$ cat config.mk
export PLATFORM = sky130hd
export DESIGN_NAME = tpc_timer
export DESIGN_NICKNAME = d
export VERILOG_FILES = /design/src/hw/tpc_pkg.sv /design/src/hw/tpc_flag.sv /design/src/hw/tpc_timer.sv
export SDC_FILE = /design/constraint.sdc
export NUM_CORES = 1
export LEC_CHECK = 0
export ABC_AREA = 0
export BUFFER_PORTS_ARGS = -buffer_cell sky130_fd_sc_hd__buf_2
export CORE_UTILIZATION = 45
export CTS_CLUSTER_SIZE = 20
export DETAILED_ROUTE_END_ITERATION = 6
export PLACE_DENSITY = 0.63
export SLEW_MARGIN = 5
export SYNTH_ARGS = -nofsm -noshare
export SYNTH_HDL_FRONTEND = slang
export SYNTH_SLANG_ARGS = --single-unit
$ cat constraint.sdc
create_clock -name mclk_in -period 4.1 [get_ports mclk_in]
set_clock_uncertainty 0.15 [all_clocks]
set_input_delay 0.82 -clock mclk_in [delete_from_list [all_inputs] [get_ports mclk_in]]
set_output_delay 0.82 -clock mclk_in [all_outputs]
set_load 0.01 [all_outputs]
$ cat src/hw/tpc_pkg.sv
// Shared types and constants for the timer channel capture/compare/PWM block
package tpc_pkg;

  // ==========================================================
  // Counter and value constants
  localparam logic [15:0] TPC_CNT_ZERO = 16'h0000;
  localparam logic [15:0] TPC_CNT_MAX = 16'hFFFF;
  localparam logic [15:0] TPC_CNT_STEP = 16'h0001;
  localparam int TPC_SIGN_BIT = 15;

  // ==========================================================
  // Channel modes while center-aligned select is off
  typedef enum logic [1:0] {
    TPC_MODE_CAPTURE = 2'b00,
    TPC_MODE_COMPARE = 2'b01,
    TPC_MODE_EPWM = 2'b10
  } tpc_mode_t;

  // Capture edge select codes
  localparam logic [1:0] TPC_EDGE_OFF = 2'h0;
  localparam logic [1:0] TPC_EDGE_RISE = 2'h1;
  localparam logic [1:0] TPC_EDGE_FALL = 2'h2;
  localparam logic [1:0] TPC_EDGE_ANY = 2'h3;

  // Compare pin actions
  localparam logic [1:0] TPC_ACT_NONE = 2'h0;
  localparam logic [1:0] TPC_ACT_TOGGLE = 2'h1;
  localparam logic [1:0] TPC_ACT_CLEAR = 2'h2;
  localparam logic [1:0] TPC_ACT_SET = 2'h3;

  // Bit of the edge/level field that is the PWM polarity bit
  localparam int TPC_POL_BIT = 0;

  // ==========================================================
  // Per-channel configuration, a snapshot of channel_control
  typedef struct packed {
    logic irq_enable;
    tpc_mode_t mode;
    logic [1:0] edge_level;
  } tpc_ch_cfg_t;

  // Byte access from the CPU side
  typedef struct packed {
    logic high;
    logic [7:0] data;
  } tpc_byte_t;

endpackage

$ cat src/hw/tpc_flag.sv
// Event flag with the two-step read-then-write-zero clear
`timescale 1ns/1ps
`default_nettype none
module tpc_flag (
  input wire logic mclk_in,
  input wire logic arst_n_in,
  input wire logic set_in,
  input wire logic rd_in,
  input wire logic clr_in,
  output logic flag_out
);
  import tpc_pkg::*;

  logic armed_reg;

  // ==========================================================
  // Clear arming: a read while set arms, any new event disarms
  always_ff @(posedge mclk_in or negedge arst_n_in) begin
    if (!arst_n_in) begin
      armed_reg <= 1'b0;
    end else if (set_in) begin
      armed_reg <= 1'b0;
    end else if (rd_in && flag_out) begin
      armed_reg <= 1'b1;
    end else if (clr_in) begin
      armed_reg <= 1'b0;
    end
  end

  // Flag itself; the event wins over a clear in the same cycle
  always_ff @(posedge mclk_in or negedge arst_n_in) begin
    if (!arst_n_in) begin
      flag_out <= 1'b0;
    end else if (set_in) begin
      flag_out <= 1'b1;
    end else if (clr_in && armed_reg) begin
      flag_out <= 1'b0;
    end
  end

endmodule
`default_nettype wire

$ cat src/hw/tpc_timer.sv
// Shared 16-bit counter, modulus and capture/compare/PWM channels
`timescale 1ns/1ps
`default_nettype none
module tpc_timer #(
  parameter int NCH = 2
) (
  input wire logic mclk_in,
  input wire logic arst_n_in,
  // Timer counting clock, one-cycle enable
  input wire logic count_en_in,
  // Timer control and counter access
  input wire logic timer_control_wr_in,
  input wire logic center_align_select_in,
  input wire logic overflow_irq_enable_in,
  input wire logic main_counter_wr_in,
  input wire logic modulus_wr_in,
  input wire tpc_pkg::tpc_byte_t modulus_byte_in,
  output logic [15:0] main_counter_out,
  output logic [15:0] modulus_out,
  // Overflow flag
  input wire logic overflow_flag_rd_in,
  input wire logic overflow_flag_clr_in,
  output logic overflow_flag_out,
  output logic overflow_irq_out,
  // Channel control and value access
  input wire tpc_pkg::tpc_ch_cfg_t [NCH-1:0] channel_control_in,
  input wire logic [NCH-1:0] channel_control_wr_in,
  input wire logic [NCH-1:0] channel_value_wr_in,
  input wire logic [NCH-1:0] channel_value_rd_in,
  input wire tpc_pkg::tpc_byte_t channel_value_byte_in,
  output logic [NCH-1:0][7:0] channel_value_rdata_out,
  // Channel flags
  input wire logic [NCH-1:0] channel_flag_rd_in,
  input wire logic [NCH-1:0] channel_flag_clr_in,
  output logic [NCH-1:0] channel_flag_out,
  output logic [NCH-1:0] channel_irq_out,
  // Channel pins
  input wire logic [NCH-1:0] ch_pin_in,
  output logic [NCH-1:0] ch_pin_out,
  output logic [NCH-1:0] ch_pin_oe_n_out
);
  import tpc_pkg::*;

  // ==========================================================
  // Elaboration checks
  if (NCH < 1) begin : g_bad_nch
    $error("NCH must be at least one");
  end

  // ==========================================================
  // Counter state
  logic [15:0] cnt_reg;
  logic [15:0] cnt_next;
  logic dir_down_reg;
  logic dir_down_next;
  logic wrap_evt;
  logic turn_evt;
  logic step_up;

  // Modulus with its byte buffer
  logic [15:0] mod_reg;
  logic [15:0] mod_buf_reg;
  logic mod_got_high_reg;
  logic mod_got_low_reg;
  logic mod_pend_reg;
  logic mod_both;
  logic mod_commit;

  // Channel state
  logic [NCH-1:0][15:0] val_reg;
  logic [NCH-1:0][15:0] wbuf_reg;
  logic [NCH-1:0][15:0] rlatch_reg;
  logic [NCH-1:0] got_high_reg;
  logic [NCH-1:0] got_low_reg;
  logic [NCH-1:0] pend_reg;
  logic [NCH-1:0] rd_hold_reg;
  logic [NCH-1:0] rd_first_high_reg;
  logic [NCH-1:0] pin_meta_reg;
  logic [NCH-1:0] pin_sync_reg;
  logic [NCH-1:0] pin_prev_reg;
  logic [NCH-1:0] cap_evt;
  logic [NCH-1:0] match_evt;
  logic [NCH-1:0] commit;
  logic [NCH-1:0] both_bytes;
  logic [NCH-1:0] flag_set;
  logic [NCH-1:0] is_capture;
  logic [NCH-1:0] is_compare;
  logic [NCH-1:0] is_epwm;

  assign main_counter_out = cnt_reg;
  assign modulus_out = mod_reg;

  // ==========================================================
  // Next count; up/down mode turns at modulus and at zero
  always_comb begin
    cnt_next = cnt_reg;
    dir_down_next = 1'b0;
    wrap_evt = 1'b0;
    turn_evt = 1'b0;
    if (center_align_select_in) begin
      dir_down_next = dir_down_reg;
      if (count_en_in) begin
        if (!dir_down_reg && cnt_reg == mod_reg) begin
          cnt_next = cnt_reg - TPC_CNT_STEP;
          dir_down_next = 1'b1;
          turn_evt = 1'b1;
        end else if (dir_down_reg && cnt_reg == TPC_CNT_ZERO) begin
          cnt_next = cnt_reg + TPC_CNT_STEP;
          dir_down_next = 1'b0;
        end else if (dir_down_reg) begin
          cnt_next = cnt_reg - TPC_CNT_STEP;
        end else begin
          cnt_next = cnt_reg + TPC_CNT_STEP;
        end
      end
    end else if (count_en_in) begin
      // Modulus zero leaves only the full-range wrap
      if (cnt_reg == TPC_CNT_MAX ||
          (mod_reg != TPC_CNT_ZERO && cnt_reg == mod_reg)) begin
        cnt_next = TPC_CNT_ZERO;
        wrap_evt = 1'b1;
      end else begin
        cnt_next = cnt_reg + TPC_CNT_STEP;
      end
    end
  end

  // Direction of the step taken now, for the center PWM match sense
  assign step_up = count_en_in && center_align_select_in && !dir_down_next;

  // Counter register; a counter write restarts from zero counting up
  always_ff @(posedge mclk_in or negedge arst_n_in) begin
    if (!arst_n_in) begin
      cnt_reg <= TPC_CNT_ZERO;
      dir_down_reg <= 1'b0;
    end else if (main_counter_wr_in) begin
      cnt_reg <= TPC_CNT_ZERO;
      dir_down_reg <= 1'b0;
    end else begin
      cnt_reg <= cnt_next;
      dir_down_reg <= dir_down_next;
    end
  end

  // ==========================================================
  // Modulus byte pairing; commit waits for turnaround in center mode
  assign mod_both = (mod_got_high_reg || (modulus_wr_in && modulus_byte_in.high)) &&
                    (mod_got_low_reg || (modulus_wr_in && !modulus_byte_in.high));
  assign mod_commit = mod_pend_reg && (!center_align_select_in || turn_evt);

  always_ff @(posedge mclk_in or negedge arst_n_in) begin
    if (!arst_n_in) begin
      mod_buf_reg <= TPC_CNT_ZERO;
      mod_got_high_reg <= 1'b0;
      mod_got_low_reg <= 1'b0;
      mod_pend_reg <= 1'b0;
    end else if (timer_control_wr_in) begin
      mod_got_high_reg <= 1'b0;
      mod_got_low_reg <= 1'b0;
      mod_pend_reg <= 1'b0;
    end else begin
      if (modulus_wr_in && modulus_byte_in.high) begin
        mod_buf_reg[15:8] <= modulus_byte_in.data;
      end
      if (modulus_wr_in && !modulus_byte_in.high) begin
        mod_buf_reg[7:0] <= modulus_byte_in.data;
      end
      if (mod_both) begin
        mod_got_high_reg <= 1'b0;
        mod_got_low_reg <= 1'b0;
        mod_pend_reg <= 1'b1;
      end else begin
        mod_got_high_reg <= mod_got_high_reg || (modulus_wr_in && modulus_byte_in.high);
        mod_got_low_reg <= mod_got_low_reg || (modulus_wr_in && !modulus_byte_in.high);
        if (mod_commit) begin
          mod_pend_reg <= 1'b0;
        end
      end
    end
  end

  // Active modulus
  always_ff @(posedge mclk_in or negedge arst_n_in) begin
    if (!arst_n_in) begin
      mod_reg <= TPC_CNT_ZERO;
    end else if (mod_commit && !timer_control_wr_in) begin
      mod_reg <= mod_buf_reg;
    end
  end

  // ==========================================================
  // Overflow flag and its level request
  tpc_flag u_overflow_flag (
    .mclk_in(mclk_in),
    .arst_n_in(arst_n_in),
    .set_in(wrap_evt || turn_evt),
    .rd_in(overflow_flag_rd_in),
    .clr_in(overflow_flag_clr_in),
    .flag_out(overflow_flag_out)
  );

  assign overflow_irq_out = overflow_flag_out && overflow_irq_enable_in;

  // ==========================================================
  // Pin synchronisers; only the second and third stages feed edge logic
  always_ff @(posedge mclk_in or negedge arst_n_in) begin
    if (!arst_n_in) begin
      pin_meta_reg <= '0;
      pin_sync_reg <= '0;
      pin_prev_reg <= '0;
    end else begin
      pin_meta_reg <= ch_pin_in;
      pin_sync_reg <= pin_meta_reg;
      pin_prev_reg <= pin_sync_reg;
    end
  end

  // ==========================================================
  // Per-channel decode, events and commit conditions
  always_comb begin
    for (int i = 0; i < NCH; i++) begin
      is_capture[i] = !center_align_select_in &&
                      channel_control_in[i].mode == TPC_MODE_CAPTURE;
      is_compare[i] = !center_align_select_in &&
                      channel_control_in[i].mode == TPC_MODE_COMPARE;
      is_epwm[i] = !center_align_select_in && channel_control_in[i].mode == TPC_MODE_EPWM;
      // Edge select: rising, falling or either
      unique case (channel_control_in[i].edge_level)
        TPC_EDGE_RISE: cap_evt[i] = pin_sync_reg[i] && !pin_prev_reg[i];
        TPC_EDGE_FALL: cap_evt[i] = !pin_sync_reg[i] && pin_prev_reg[i];
        TPC_EDGE_ANY: cap_evt[i] = pin_sync_reg[i] != pin_prev_reg[i];
        TPC_EDGE_OFF: cap_evt[i] = 1'b0;
      endcase
      cap_evt[i] = cap_evt[i] && is_capture[i];
      // Match is taken on the step into the channel value
      match_evt[i] = count_en_in && !is_capture[i] && !main_counter_wr_in &&
                     cnt_next == val_reg[i];
      flag_set[i] = cap_evt[i] || match_evt[i];
      both_bytes[i] = (got_high_reg[i] ||
                       (channel_value_wr_in[i] && channel_value_byte_in.high)) &&
                      (got_low_reg[i] ||
                       (channel_value_wr_in[i] && !channel_value_byte_in.high));
      // Compares commit at once, PWM waits for its period boundary
      commit[i] = pend_reg[i] && !channel_control_wr_in[i] &&
                  (is_capture[i] || is_compare[i] ||
                   (is_epwm[i] && cnt_reg == TPC_CNT_ZERO) ||
                   (center_align_select_in && turn_evt));
    end
  end

  // ==========================================================
  // Value write buffer and byte pairing
  always_ff @(posedge mclk_in or negedge arst_n_in) begin
    if (!arst_n_in) begin
      wbuf_reg <= '0;
      got_high_reg <= '0;
      got_low_reg <= '0;
      pend_reg <= '0;
    end else begin
      for (int i = 0; i < NCH; i++) begin
        if (channel_control_wr_in[i]) begin
          got_high_reg[i] <= 1'b0;
          got_low_reg[i] <= 1'b0;
          pend_reg[i] <= 1'b0;
        end else begin
          if (channel_value_wr_in[i] && channel_value_byte_in.high) begin
            wbuf_reg[i][15:8] <= channel_value_byte_in.data;
          end
          if (channel_value_wr_in[i] && !channel_value_byte_in.high) begin
            wbuf_reg[i][7:0] <= channel_value_byte_in.data;
          end
          if (both_bytes[i]) begin
            got_high_reg[i] <= 1'b0;
            got_low_reg[i] <= 1'b0;
            pend_reg[i] <= 1'b1;
          end else begin
            got_high_reg[i] <= got_high_reg[i] ||
                               (channel_value_wr_in[i] && channel_value_byte_in.high);
            got_low_reg[i] <= got_low_reg[i] ||
                              (channel_value_wr_in[i] && !channel_value_byte_in.high);
            if (commit[i]) begin
              pend_reg[i] <= 1'b0;
            end
          end
        end
      end
    end
  end

  // Active channel value: capture loads the count, commit the buffer
  always_ff @(posedge mclk_in or negedge arst_n_in) begin
    if (!arst_n_in) begin
      val_reg <= '0;
    end else begin
      for (int i = 0; i < NCH; i++) begin
        if (cap_evt[i]) begin
          val_reg[i] <= cnt_reg;
        end else if (commit[i]) begin
          val_reg[i] <= wbuf_reg[i];
        end
      end
    end
  end

  // ==========================================================
  // Coherent reads in capture mode: first byte freezes both until the other byte
  always_ff @(posedge mclk_in or negedge arst_n_in) begin
    if (!arst_n_in) begin
      rlatch_reg <= '0;
      rd_hold_reg <= '0;
      rd_first_high_reg <= '0;
      channel_value_rdata_out <= '0;
    end else begin
      for (int i = 0; i < NCH; i++) begin
        if (channel_control_wr_in[i]) begin
          rd_hold_reg[i] <= 1'b0;
        end else if (channel_value_rd_in[i]) begin
          if (rd_hold_reg[i]) begin
            channel_value_rdata_out[i] <= channel_value_byte_in.high ?
                                          rlatch_reg[i][15:8] : rlatch_reg[i][7:0];
            if (channel_value_byte_in.high != rd_first_high_reg[i]) begin
              rd_hold_reg[i] <= 1'b0;
            end
          end else begin
            channel_value_rdata_out[i] <= channel_value_byte_in.high ?
                                          val_reg[i][15:8] : val_reg[i][7:0];
            // Freezing matters only while captures can move the value
            rlatch_reg[i] <= val_reg[i];
            rd_hold_reg[i] <= is_capture[i];
            rd_first_high_reg[i] <= channel_value_byte_in.high;
          end
        end
      end
    end
  end

  // ==========================================================
  // Pin drive per mode
  always_ff @(posedge mclk_in or negedge arst_n_in) begin
    if (!arst_n_in) begin
      ch_pin_out <= '0;
    end else begin
      for (int i = 0; i < NCH; i++) begin
        if (center_align_select_in) begin
          // Zero or negative value never leaves the inactive level
          if (val_reg[i] == TPC_CNT_ZERO || val_reg[i][TPC_SIGN_BIT]) begin
            ch_pin_out[i] <= channel_control_in[i].edge_level[TPC_POL_BIT];
          end else if (val_reg[i] > mod_reg) begin
            // No compare ever comes above the modulus, so hold the active level
            ch_pin_out[i] <= !channel_control_in[i].edge_level[TPC_POL_BIT];
          end else if (match_evt[i] && step_up) begin
            ch_pin_out[i] <= channel_control_in[i].edge_level[TPC_POL_BIT];
          end else if (match_evt[i]) begin
            ch_pin_out[i] <= !channel_control_in[i].edge_level[TPC_POL_BIT];
          end
        end else if (is_epwm[i]) begin
          // Match wins over wrap so a zero value gives no pulse
          if (match_evt[i]) begin
            ch_pin_out[i] <= channel_control_in[i].edge_level[TPC_POL_BIT];
          end else if (wrap_evt) begin
            ch_pin_out[i] <= !channel_control_in[i].edge_level[TPC_POL_BIT];
          end
        end else if (is_compare[i] && match_evt[i]) begin
          unique case (channel_control_in[i].edge_level)
            TPC_ACT_TOGGLE: ch_pin_out[i] <= !ch_pin_out[i];
            TPC_ACT_CLEAR: ch_pin_out[i] <= 1'b0;
            TPC_ACT_SET: ch_pin_out[i] <= 1'b1;
            TPC_ACT_NONE: ch_pin_out[i] <= ch_pin_out[i];
          endcase
        end
      end
    end
  end

  // Drive enable, low while the channel owns the pin
  always_ff @(posedge mclk_in or negedge arst_n_in) begin
    if (!arst_n_in) begin
      ch_pin_oe_n_out <= '1;
    end else begin
      for (int i = 0; i < NCH; i++) begin
        ch_pin_oe_n_out[i] <= !(center_align_select_in || is_epwm[i] ||
                                (is_compare[i] &&
                                 channel_control_in[i].edge_level != TPC_ACT_NONE));
      end
    end
  end

  // ==========================================================
  // Channel flags and level requests
  for (genvar g = 0; g < NCH; g++) begin : g_ch_flag
    tpc_flag u_channel_flag (
      .mclk_in(mclk_in),
      .arst_n_in(arst_n_in),
      .set_in(flag_set[g]),
      .rd_in(channel_flag_rd_in[g]),
      .clr_in(channel_flag_clr_in[g]),
      .flag_out(channel_flag_out[g])
    );
    assign channel_irq_out[g] = channel_flag_out[g] &&
                                channel_control_in[g].irq_enable;
  end

endmodule
`default_nettype wire

==> impl_metrics.json, run 1 <==
{
  "status": "finished clean",
  "async_flop_share_pct": 100,
  "crit_slowest_cell": "or4bb_4",
  "min_path_type": "reg -> reg",
  "yosys.area.top_type": "dfrtp_1",
  "first_global_vias": 10200,
  "die_w_um": 164,
  "wl_per_cell_um": 26.3,
  "min_period_ns": 4.01,
  "grt_pass1_wl_um": 65200,
  "cts.reportedPaths.clkPinSlew_ns": 0.08,
  "nets": 1394,
  "tightest_slew_ns": 1.20,
  "cts_hold_buf": 0,
  "ir_worst_vdd_v": 0.000259,
  "finalWeightedCongestion": 1.04,
  "multi_input_comb_area_mm2": 0.00662,
  "fillerInstances": 2292,
  "die_area_mm2": 0.0269,
  "dpl.cell_count": 1615,
  "cts_root_buffer": "clkbuf_16",
  "crit_path_end": "ch_pin_out[1]",
  "drtIter0Drc": 1052,
  "crit_family": "simple AND/OR/NAND/NOR gates",
  "timing.rr.end": "ch_pin_out[1]",
  "critPathMostFrequentCell": "nor4_4",
  "clk_latency_ns": 0.45,
  "slew-limit-headroom_pct": 19.6,
  "cts_buffers": 17,
  "synth_seq_cells": 190,
  "avgSynthCellArea_um2": 10.3,
  "hold_violations": 0,
  "h-tree-depth": 4,
  "vias": 10400,
  "start_util_pct": 46.3,
  "cts_tree": "done",
  "diodes": 0,
  "ys_seq_area_share_pct": 40.3,
  "synthCells": 1147,
  "power_leakage_nw": 6.24,
  "ys_warn_count": 0,
  "coreArea_mm2": 0.0255,
  "die_y_um": 164,
  "critPathLaunch": "main_counter_out[4]",
  "ios": 108,
  "rsz0062_at_grt": "yes",
  "final-max-slew-violation-count": 0,
  "register_area_mm2": 0.00476,
  "combPwrFrac_pct": 39.7,
  "arrival_ns": 4.21,
  "max_freq_mhz": 250,
  "area_growth_pct": 18.8,
  "rows": 58,
  "crit_required_ns": 4.30,
  "clock_path_buffers": 2,
  "io_buffers": 107,
  "p_seq_share_pct": 39.4,
  "cpPeakStageDelay_ns": 0.60,
  "syn_nets": 1235,
  "cp.depth": 12,
  "critPathKind": "reg -> reg",
  "post_drt_via_cell_ratio": 6.28,
  "synth_edf_count": 0,
  "cts_sinks": 190,
  "rr_startpoint": "main_counter_out[4]",
  "critPathBufInv": 1,
  "grt_overflow": 0,
  "wl_um": 43300,
  "dp.final_hpwl_um": 32500,
  "yosys.area.top_type_share_pct": 39.9,
  "grt_start_max_net_pins": 89,
  "clockPowerShare_pct": 20.9,
  "ys.flop_type": "dfrtp_1",
  "stdcell_count": 1648,
  "grt_usage_pct": 33.5,
  "hold_ws_ns": 0.209,
  "fin_crit_sh_pct": 97.7,
  "drc_errors": 0,
  "powerDensity_mw_per_mm2": 560,
  "layout-drive-gt1-share_pct": 33.2,
  "hold_depth": 0,
  "reg2regPathDepth": 12,
  "switching_share_pct": 40.2,
  "critPathMaxFanout": 12,
  "max-cap-violations": 0,
  "crit_chain": "buf_4 > nor4_2 > and3_1 > xnor2_1 > nor4_4 > a211oi_1 > nand4_1 > a2111oi_1 > or4bb_4 > nor4_4 > mux2_1 > a21oi_1",
  "synth_area_leaders": "dfrtp_1, mux2_2, ha_1",
  "ff2ff_setup_slack_ns": 0.09,
  "setup_viol": 0,
  "dr.pass1.iters": 6,
  "synth_cell_types": 84,
  "p_int_mw": 4.69,
  "synthesis.area_mm2": 0.0118,
  "antenna_found_initial": 1,
  "cp-end-kind": "flop",
  "switchingPower_mw": 3.15,
  "antenna_left": 0,
  "cp-start-kind": "flop"
}
-- layout make-up --
type / count / share of cell area (%)
flip-flops and latches: 190 / 34.0
clock buffers: 18 / 3.13
multi-input cells: 827 / 47.2
clock inverters: 13 / 0.884
inverters: 49 / 1.31
well taps: 330 / 2.95
repair buffers: 221 / 10.5
-- routing by layer --
metal	wire [um]	global-route usage, %	vias to the layer above
met5	0	0	-
met4	1930	14.7	0
met3	3210	4.44	120
met2	19500	51.5	514
met1	18700	47.3	5163
li1	-	-	4559
-- cells by family (layout without fill, tap and decap cells) --
logic type      Yosys count  in the layout  share of synthesized area, %
simple gates            331            331                          15.1
compound gates          232            232                          13.7
flops                   190            190                          40.3
mux                     179            179                          18.2
buf+inv                 130            301                          4.84
xor+xnor                 47             47                          3.81
fa+ha+maj                38             38                          4.03
-- worst min path at each step --
stage | start | to
5_1_grt | pin_meta_reg[1] | pin_sync_reg[1]
3_3_place_gp | pin_meta_reg[0] | pin_sync_reg[0]
3_5_place_dp | pin_meta_reg[1] | pin_sync_reg[1]
4_1_cts | pin_meta_reg[1] | pin_sync_reg[1]
2_1_floorplan | pin_meta_reg[0] | pin_sync_reg[0]
6_report | pin_meta_reg[1] | pin_sync_reg[1]
-- cells in the mapped netlist, drive strengths merged (5+ instances only) --
cell / n
nand2b: 11
a21oi: 36
o21ai: 52
and2: 9
nand3b: 6
a211oi: 13
xnor2: 38
mux4: 16
nor3b: 6
clkbuf: 50
buf: 31
nand4: 27
o211ai: 11
ha: 38
nor4: 28
o22ai: 6
a22oi: 5
xor2: 9
o31ai: 10
a21o: 16
mux2i: 44
nor2: 60
nor2b: 13
inv: 49
o21a: 10
mux2: 119
and3: 12
a31oi: 11
and4: 6
nand3: 13
nor3: 43
nand2: 77
dfrtp: 188
-- cell usage in the layout, fill, tap and decap left out, types with 8 or more instances in the layout --
cell type and instances:
dfrtp_1 186, mux2_2 118, buf_4 108, buf_2 106, nand2_1 75, nor2_1 59, o21ai_0 52, inv_1 49
mux2i_1 44, nor3_1 42, ha_1 38, a21oi_1 35, xnor2_1 32, nand4_1 25, nor4_1 19, clkbuf_16 17
a21o_1 16, mux4_2 16, nand3_1 13, nor2b_1 13, and3_1 12, a211oi_1 12, o211ai_1 11, nand2b_1 11
o31ai_1 10, a31oi_1 10, o21a_1 10, and2_1 8, xor2_1 8
-- power groups by stage --
| stage | clock network, mW | registers (mW) | logic [mW] |
|---|---|---|---|
| 5_1_grt | 1.74 | 3.16 | 3.39 |
| 2_1_floorplan | 0 | 2.90 | 1.92 |
| 3_3_place_gp | 0 | 3.07 | 2.99 |
| 3_5_place_dp | 0 | 3.10 | 3.02 |
| 4_1_cts | 1.66 | 3.07 | 3.04 |
| 6_report | 1.64 | 3.09 | 3.12 |
-- stage by stage --
stage / util [%] / TNS [ns] / area, um^2 / setup WS, ns / power, mW
3_5_place_dp: 52.2 / -0.437 / 13300 / -0.190 / 6.12
2_1_floorplan: - / 0 / 11800 / 0.0956 / 4.81
6_report: 55.0 / 0 / 14000 / 0.0934 / 7.85
3_3_place_gp: 52.2 / -0.773 / 13300 / -0.258 / 6.06
5_1_grt: 55.0 / -0.0393 / 14000 / -0.0275 / 8.28
4_1_cts: 54.4 / 0 / 13900 / 0.00568 / 7.77
-- repair_timing --
action                                  in CTS  in global routing
buffers inserted                             0                  2
endpoints found under the setup margin       0                  6
resized for setup                            0                 28
Note: power is estimated with default switching activity, not from simulation.
==> run 2: changes to the inputs <==
--- a/config.mk
+++ b/config.mk
@@ -10,7 +10,9 @@
 export CORE_UTILIZATION = 45
 export CTS_CLUSTER_SIZE = 20
 export DETAILED_ROUTE_END_ITERATION = 6
+export MAX_ROUTING_LAYER = met4
 export PLACE_DENSITY = 0.63
+export SETUP_SLACK_MARGIN = 0.4
 export SLEW_MARGIN = 5
 export SYNTH_ARGS = -nofsm -noshare
 export SYNTH_HDL_FRONTEND = slang
==> run 2 against run 1 <==
Via count grew 2.5%. Maximum frequency up 2.1%. Largest power group unchanged. Power grew 3.6%. Highest routed layer unchanged.
==> impl_metrics.json, run 2 (synthesis results as in run 1) <==
{
  "finalWeightedCongestion": 1.06,
  "post_drt_via_cell_ratio": 6.27,
  "setup_viol": 0,
  "cts_buffers": 17,
  "fin_crit_sh_pct": 95.8,
  "status": "finished clean",
  "dp_slack_ns": 0.155,
  "cts_sinks": 190,
  "power_leakage_nw": 6.50,
  "layout_commonest_cell": "dfrtp_1",
  "vias": 10600,
  "wl_um": 43900,
  "coreArea_mm2": 0.0255,
  "io_buffers": 107,
  "h-tree-depth": 4,
  "dp.final_hpwl_um": 32600,
  "diodes": 0,
  "clock_path_buffers": 2,
  "ir_worst_vdd_v": 0.000321,
  "layout-drive-gt1-share_pct": 37.7,
  "cts_root_buffer": "clkbuf_16",
  "rows": 58,
  "max_freq_mhz": 255,
  "ios": 108,
  "grt_start_max_net_pins": 85,
  "cts_tree": "done",
  "grt_overflow": 0,
  "rsz0062_at_grt": "yes",
  "drtIter0Drc": 1225,
  "tightest_slew_ns": 0.871,
  "powerDensity_mw_per_mm2": 561,
  "total_power_mw": 8.13,
  "die_w_um": 164,
  "crit_required_ns": 4.33,
  "critPathKind": "reg -> reg",
  "critPathMaxFanout": 8,
  "final_cell_mix": "dfrtp_1, buf_4, mux2_2, buf_2, nand2_1",
  "dr.pass1.iters": 6,
  "die_y_um": 164,
  "arrival_ns": 4.15,
  "cp-end-kind": "flop",
  "stdcell_count": 1694,
  "cts.reportedPaths.clkPinSlew_ns": 0.08,
  "min_path_type": "reg -> reg",
  "nets": 1439,
  "fin_setup_tns_ns": 0,
  "die_area_mm2": 0.0269,
  "clk_latency_ns": 0.46,
  "start_util_pct": 46.3,
  "wl_per_cell_um": 25.9,
  "min_period_ns": 3.93,
  "ff2ff_setup_slack_ns": 0.17,
  "antenna_found_initial": 0,
  "hold_ws_ns": 0.223,
  "slew-limit-headroom_pct": 41.9,
  "max-cap-violations": 0,
  "cp-start-kind": "flop",
  "antenna_left": 0,
  "hold_violations": 0,
  "grt_usage_pct": 34.8,
  "drc_errors": 0,
  "setup_ws_ns": 0.174,
  "final-max-slew-violation-count": 0,
  "grt_pass1_wl_um": 66300,
  "first_global_vias": 10600,
  "area_growth_pct": 23.0,
  "dpl.cell_count": 1618
}
[run 2: path summary, 6_finish.rpt]
path,startpoint,depth (start not counted),to
min in group asynchronous,arst_n_in,1,mod_got_low_reg
max in group asynchronous,arst_n_in,2,rlatch_reg[17]
worst max register to register,main_counter_out[14],13,ch_pin_out[1]
worst min-delay path,pin_meta_reg[0],0,pin_sync_reg[0]
worst max-delay path,main_counter_out[14],13,ch_pin_out[1]
worst min register to register,pin_meta_reg[0],0,pin_sync_reg[0]
[run 2: final cells by class]
type	count	area, um^2
flip-flops and latches	190	4780
inverters	49	184
fillers	2247	11000
clock buffers	18	429
repair buffers	266	1840
well taps	330	413
clock inverters	14	145
multi-input cells	827	6720
[run 2: routing by layer]
metal	up-vias	track usage, %	share of wire, %
li1	4658	-	-
met1	5306	45.8	43
met2	526	53.6	46
met3	124	5.05	7.0
met4	0	14.8	4.4
met5	-	-	0
[run 2: through the flow]
step	cell area [um^2]	utilization [%]
floorplan	11800	-
global route	14500	57.0
finish	14500	57.0
detailed placement	13300	52.2
global placement	13300	52.2
CTS	14300	56.3
[run 2: worst max-delay path: stages (launching register included)]
cell and delay, ns:
dfrtp_1 0.42, buf_4 0.22, nor4_1 0.29, buf_4 0.18, nand4_1 0.11, xor2_1 0.46, xnor2_1 0.13, o211a_1 0.26
a31oi_1 0.17, o2111ai_1 0.13, or4_4 0.52, nor4_4 0.38, mux2_4 0.34, a21oi_2 0.09
[run 2: power by group]
group | leakage, nW | internal, mW | total, mW | switching, mW
clock network | 0.286 | 0.818 | 1.69 | 0.870
logic | 3.84 | 1.62 | 3.33 | 1.71
registers | 2.37 | 2.42 | 3.11 | 0.692
[run 2: repair_timing]
item	4_1_cts	5_1_grt
hold buffers	0	0
setup buffers	32	12
endpoints found under the setup margin	6	6
resized for setup	62	12
pin swaps	27	19
==> run 3: changes to the inputs <==
--- a/config.mk
+++ b/config.mk
@@ -5,7 +5,7 @@
 export SDC_FILE = /design/constraint.sdc
 export NUM_CORES = 1
 export LEC_CHECK = 0
-export ABC_AREA = 0
+export ABC_AREA = 1
 export BUFFER_PORTS_ARGS = -buffer_cell sky130_fd_sc_hd__buf_2
 export CORE_UTILIZATION = 45
 export CTS_CLUSTER_SIZE = 20
==> run 3 against run 2 <==
Core utilization fell by 4.2 points. Synthesized cell count grew 35%. Sequential cell count stayed put. Final cell count up 17%. Maximum frequency increased by 11%. Global-route usage grew 1.2 points. Critical path depth grew 9. Die area is 4.5% lower. Register-to-register slack improved by 0.40 ns. Wire length rose by 0.26%. Sequential power shrank 10%. Final area down 11%. Critical path type unchanged. Largest cell class unchanged.
==> impl_metrics.json, run 3 <==
{
  "synthesis.area_mm2": 0.0113,
  "vias": 11300,
  "timing.rr.end": "ch_pin_out[1]",
  "dpl.cell_count": 1948,
  "antenna_found_initial": 1,
  "hold_ws_ns": 0.198,
  "final_cell_mix": "nand2_1, o21ai_0, dfrtp_1, nor2_1, inv_1",
  "top_layer_used": "met4",
  "route.met2.wl_um": 20000,
  "rsz0062_at_grt": "no",
  "fin_crit_sh_pct": 86.0,
  "synth_cell_types": 48,
  "drtIter0Drc": 1312,
  "setup_viol": 0,
  "ios": 108,
  "ir_worst_vdd_v": 0.000300,
  "finalWeightedCongestion": 1.04,
  "clock_path_buffers": 2,
  "max-cap-violations": 0,
  "stdcell_count": 1986,
  "fillerInstances": 2447,
  "synth.most_common_cell": "nand2_1",
  "grt_start_max_net_pins": 88,
  "grt_pass1_wl_um": 66300,
  "cts_sinks": 190,
  "min_period_ns": 3.52,
  "nets": 1736,
  "synth_top_family_by_area": "simple AND/OR/NAND/NOR gates",
  "avgSynthCellArea_um2": 7.26,
  "hold_depth": 0,
  "h-tree-depth": 4,
  "dr.pass1.iters": 5,
  "yosys.area.top_type": "dfrtp_1",
  "cts.reportedPaths.clkPinSlew_ns": 0.09,
  "max_freq_mhz": 284,
  "min_path_type": "reg -> reg",
  "yosys.area.top_type_share_pct": 41.8,
  "cts_hold_buf": 0,
  "rr_startpoint": "main_counter_out[0]",
  "wl_met1_um": 19500,
  "wl_um": 44100,
  "synthCells": 1551,
  "syn_nets": 1639,
  "ys_seq_area_share_pct": 42.3,
  "synth_simple_gate_area_share_pct": 29.7,
  "hold_start": "pin_meta_reg[0]",
  "wl_met3_um": 2940,
  "critPathKind": "reg -> reg",
  "powerDensity_mw_per_mm2": 533,
  "reg2regPathDepth": 22,
  "cts_buffers": 17,
  "layout-drive-gt1-share_pct": 14.4,
  "synth_area_leaders": "dfrtp_1, nand2_1, o21ai_0",
  "wl_per_cell_um": 22.2,
  "tightest_slew_ns": 0.958,
  "status": "finished clean",
  "ff2ff_setup_slack_ns": 0.58,
  "fin_setup_tns_ns": 0,
  "hold_violations": 0,
  "ys.flop_type": "dfrtp_1",
  "synth_seq_cells": 190,
  "synth_edf_count": 0,
  "dp.final_hpwl_um": 34100,
  "finish.utilization_pct": 52.8,
  "yosys.area_share.adder_pct": 4.22,
  "clk_latency_ns": 0.46,
  "start_util_pct": 46.1,
  "critPathMaxFanout": 12,
  "cts_tree": "done",
  "layout_commonest_cell": "nand2_1",
  "async_flop_share_pct": 100,
  "grt_overflow": 0,
  "io_buffers": 107,
  "coreArea_mm2": 0.0244,
  "ys_warn_count": 0,
  "power_leakage_nw": 6.53,
  "rows": 57,
  "crit_required_ns": 4.29,
  "drc_errors": 0,
  "whs_endpoint": "pin_sync_reg[0]",
  "synth.area.mux_share_pct": 0,
  "first_global_vias": 10400,
  "cp-end-kind": "flop",
  "antenna_left": 0,
  "cp-start-kind": "flop",
  "synth_compound_area_share_pct": 14.9,
  "yosys-top-cells-count": "nand2_1, o21ai_0, dfrtp_1",
  "synthXorXnorAreaFrac_pct": 1.32,
  "post_drt_via_cell_ratio": 5.69,
  "cts_root_buffer": "clkbuf_16",
  "grt_usage_pct": 36.0,
  "final-max-slew-violation-count": 0,
  "die_y_um": 160,
  "area_growth_pct": 14.3,
  "die_area_mm2": 0.0256,
  "arrival_ns": 3.72,
  "total_power_mw": 6.86,
  "slew-limit-headroom_pct": 35.4,
  "die_w_um": 160
}
run 3: changes by cell type after synthesis, moves of 79 or more:
cell,previous run,this run
inv_1,49,128
o21ai_0,52,199
nor2_1,59,151
nand3_1,13,109
mux2_2,118,0
nand2_1,76,446
run 3: how the worst max path moves through the flow:
stage	start	to	depth (start not counted)
after floorplan	main_counter_out[0]	ch_pin_out[1]	20
after global placement	main_counter_out[1]	ch_pin_out[1]	22
after detailed placement	main_counter_out[1]	ch_pin_out[1]	22
after CTS	main_counter_out[1]	ch_pin_out[1]	22
after global routing	main_counter_out[0]	ch_pin_out[0]	21
final	main_counter_out[0]	ch_pin_out[1]	22
run 3: per-layer routing:
metal,up-vias,track usage (%)
met3,92,5.09
met5,-,-
li1,5258,-
met1,5429,48.6
met4,0,13.3
met2,519,55.1
run 3: cells by family after synthesis:
kind of cell,Yosys count
simple gates,783
fa+ha+maj,38
buf+inv,209
xor+xnor,17
flops,190
compound gates,314
run 3: worst max-delay path, cell delays in order, from the launching register on:
cell      delay, ns
dfrtp_2        0.47
inv_2          0.13
ha_2           0.23
nand3_2        0.13
nor2_4         0.16
nand2_2        0.09
or2_4          0.28
nand2_4        0.11
nand2_4        0.14
nand2_4        0.13
nand2_1        0.07
nand2_2        0.10
nand2_2        0.10
nand2_1        0.09
nand2_1        0.06
nor2_1         0.17
nand3_1        0.13
nor2_2         0.19
nand2_2        0.11
o21bai_2       0.14
nand2_1        0.06
nor2_1         0.10
a21oi_1        0.06
run 3: cell type report:
class,instances,area [um^2],share of cell area [%]
multi-input combinational,1152,5680,44.1
sequential,190,4760,37.0
timing repair buffer,139,822,6.39
inverter,148,561,4.36
clock buffer,17,425,3.31
tap,324,405,3.15
clock inverter,15,214,1.66
antenna,1,2.50,0.0194
run 3: stage by stage:
step / instance area [um^2] / setup slack, ns
global route: 12900 / 0.406
finish: 12900 / 0.575
detailed placement: 12200 / 0.408
floorplan: 11300 / 1.18
global placement: 12200 / 0.356
CTS: 12800 / 0.429
run 3: timing repair:
item                                   in CTS  in global routing
resized for setup                           1                 12
setup endpoints to repair                   1                  2
pin swaps                                   0                  3
buffers inserted                            0                  5
endpoints found under the hold margin       0                  0
cloned                                      0                  0
run 3: report_power, final:
part | switching, mW | internal [mW] | total [mW] | leakage, nW
combinational | 1.48 | 0.724 | 2.20 | 3.90
clock | 0.915 | 0.948 | 1.86 | 0.312
sequential | 0.494 | 2.30 | 2.79 | 2.33
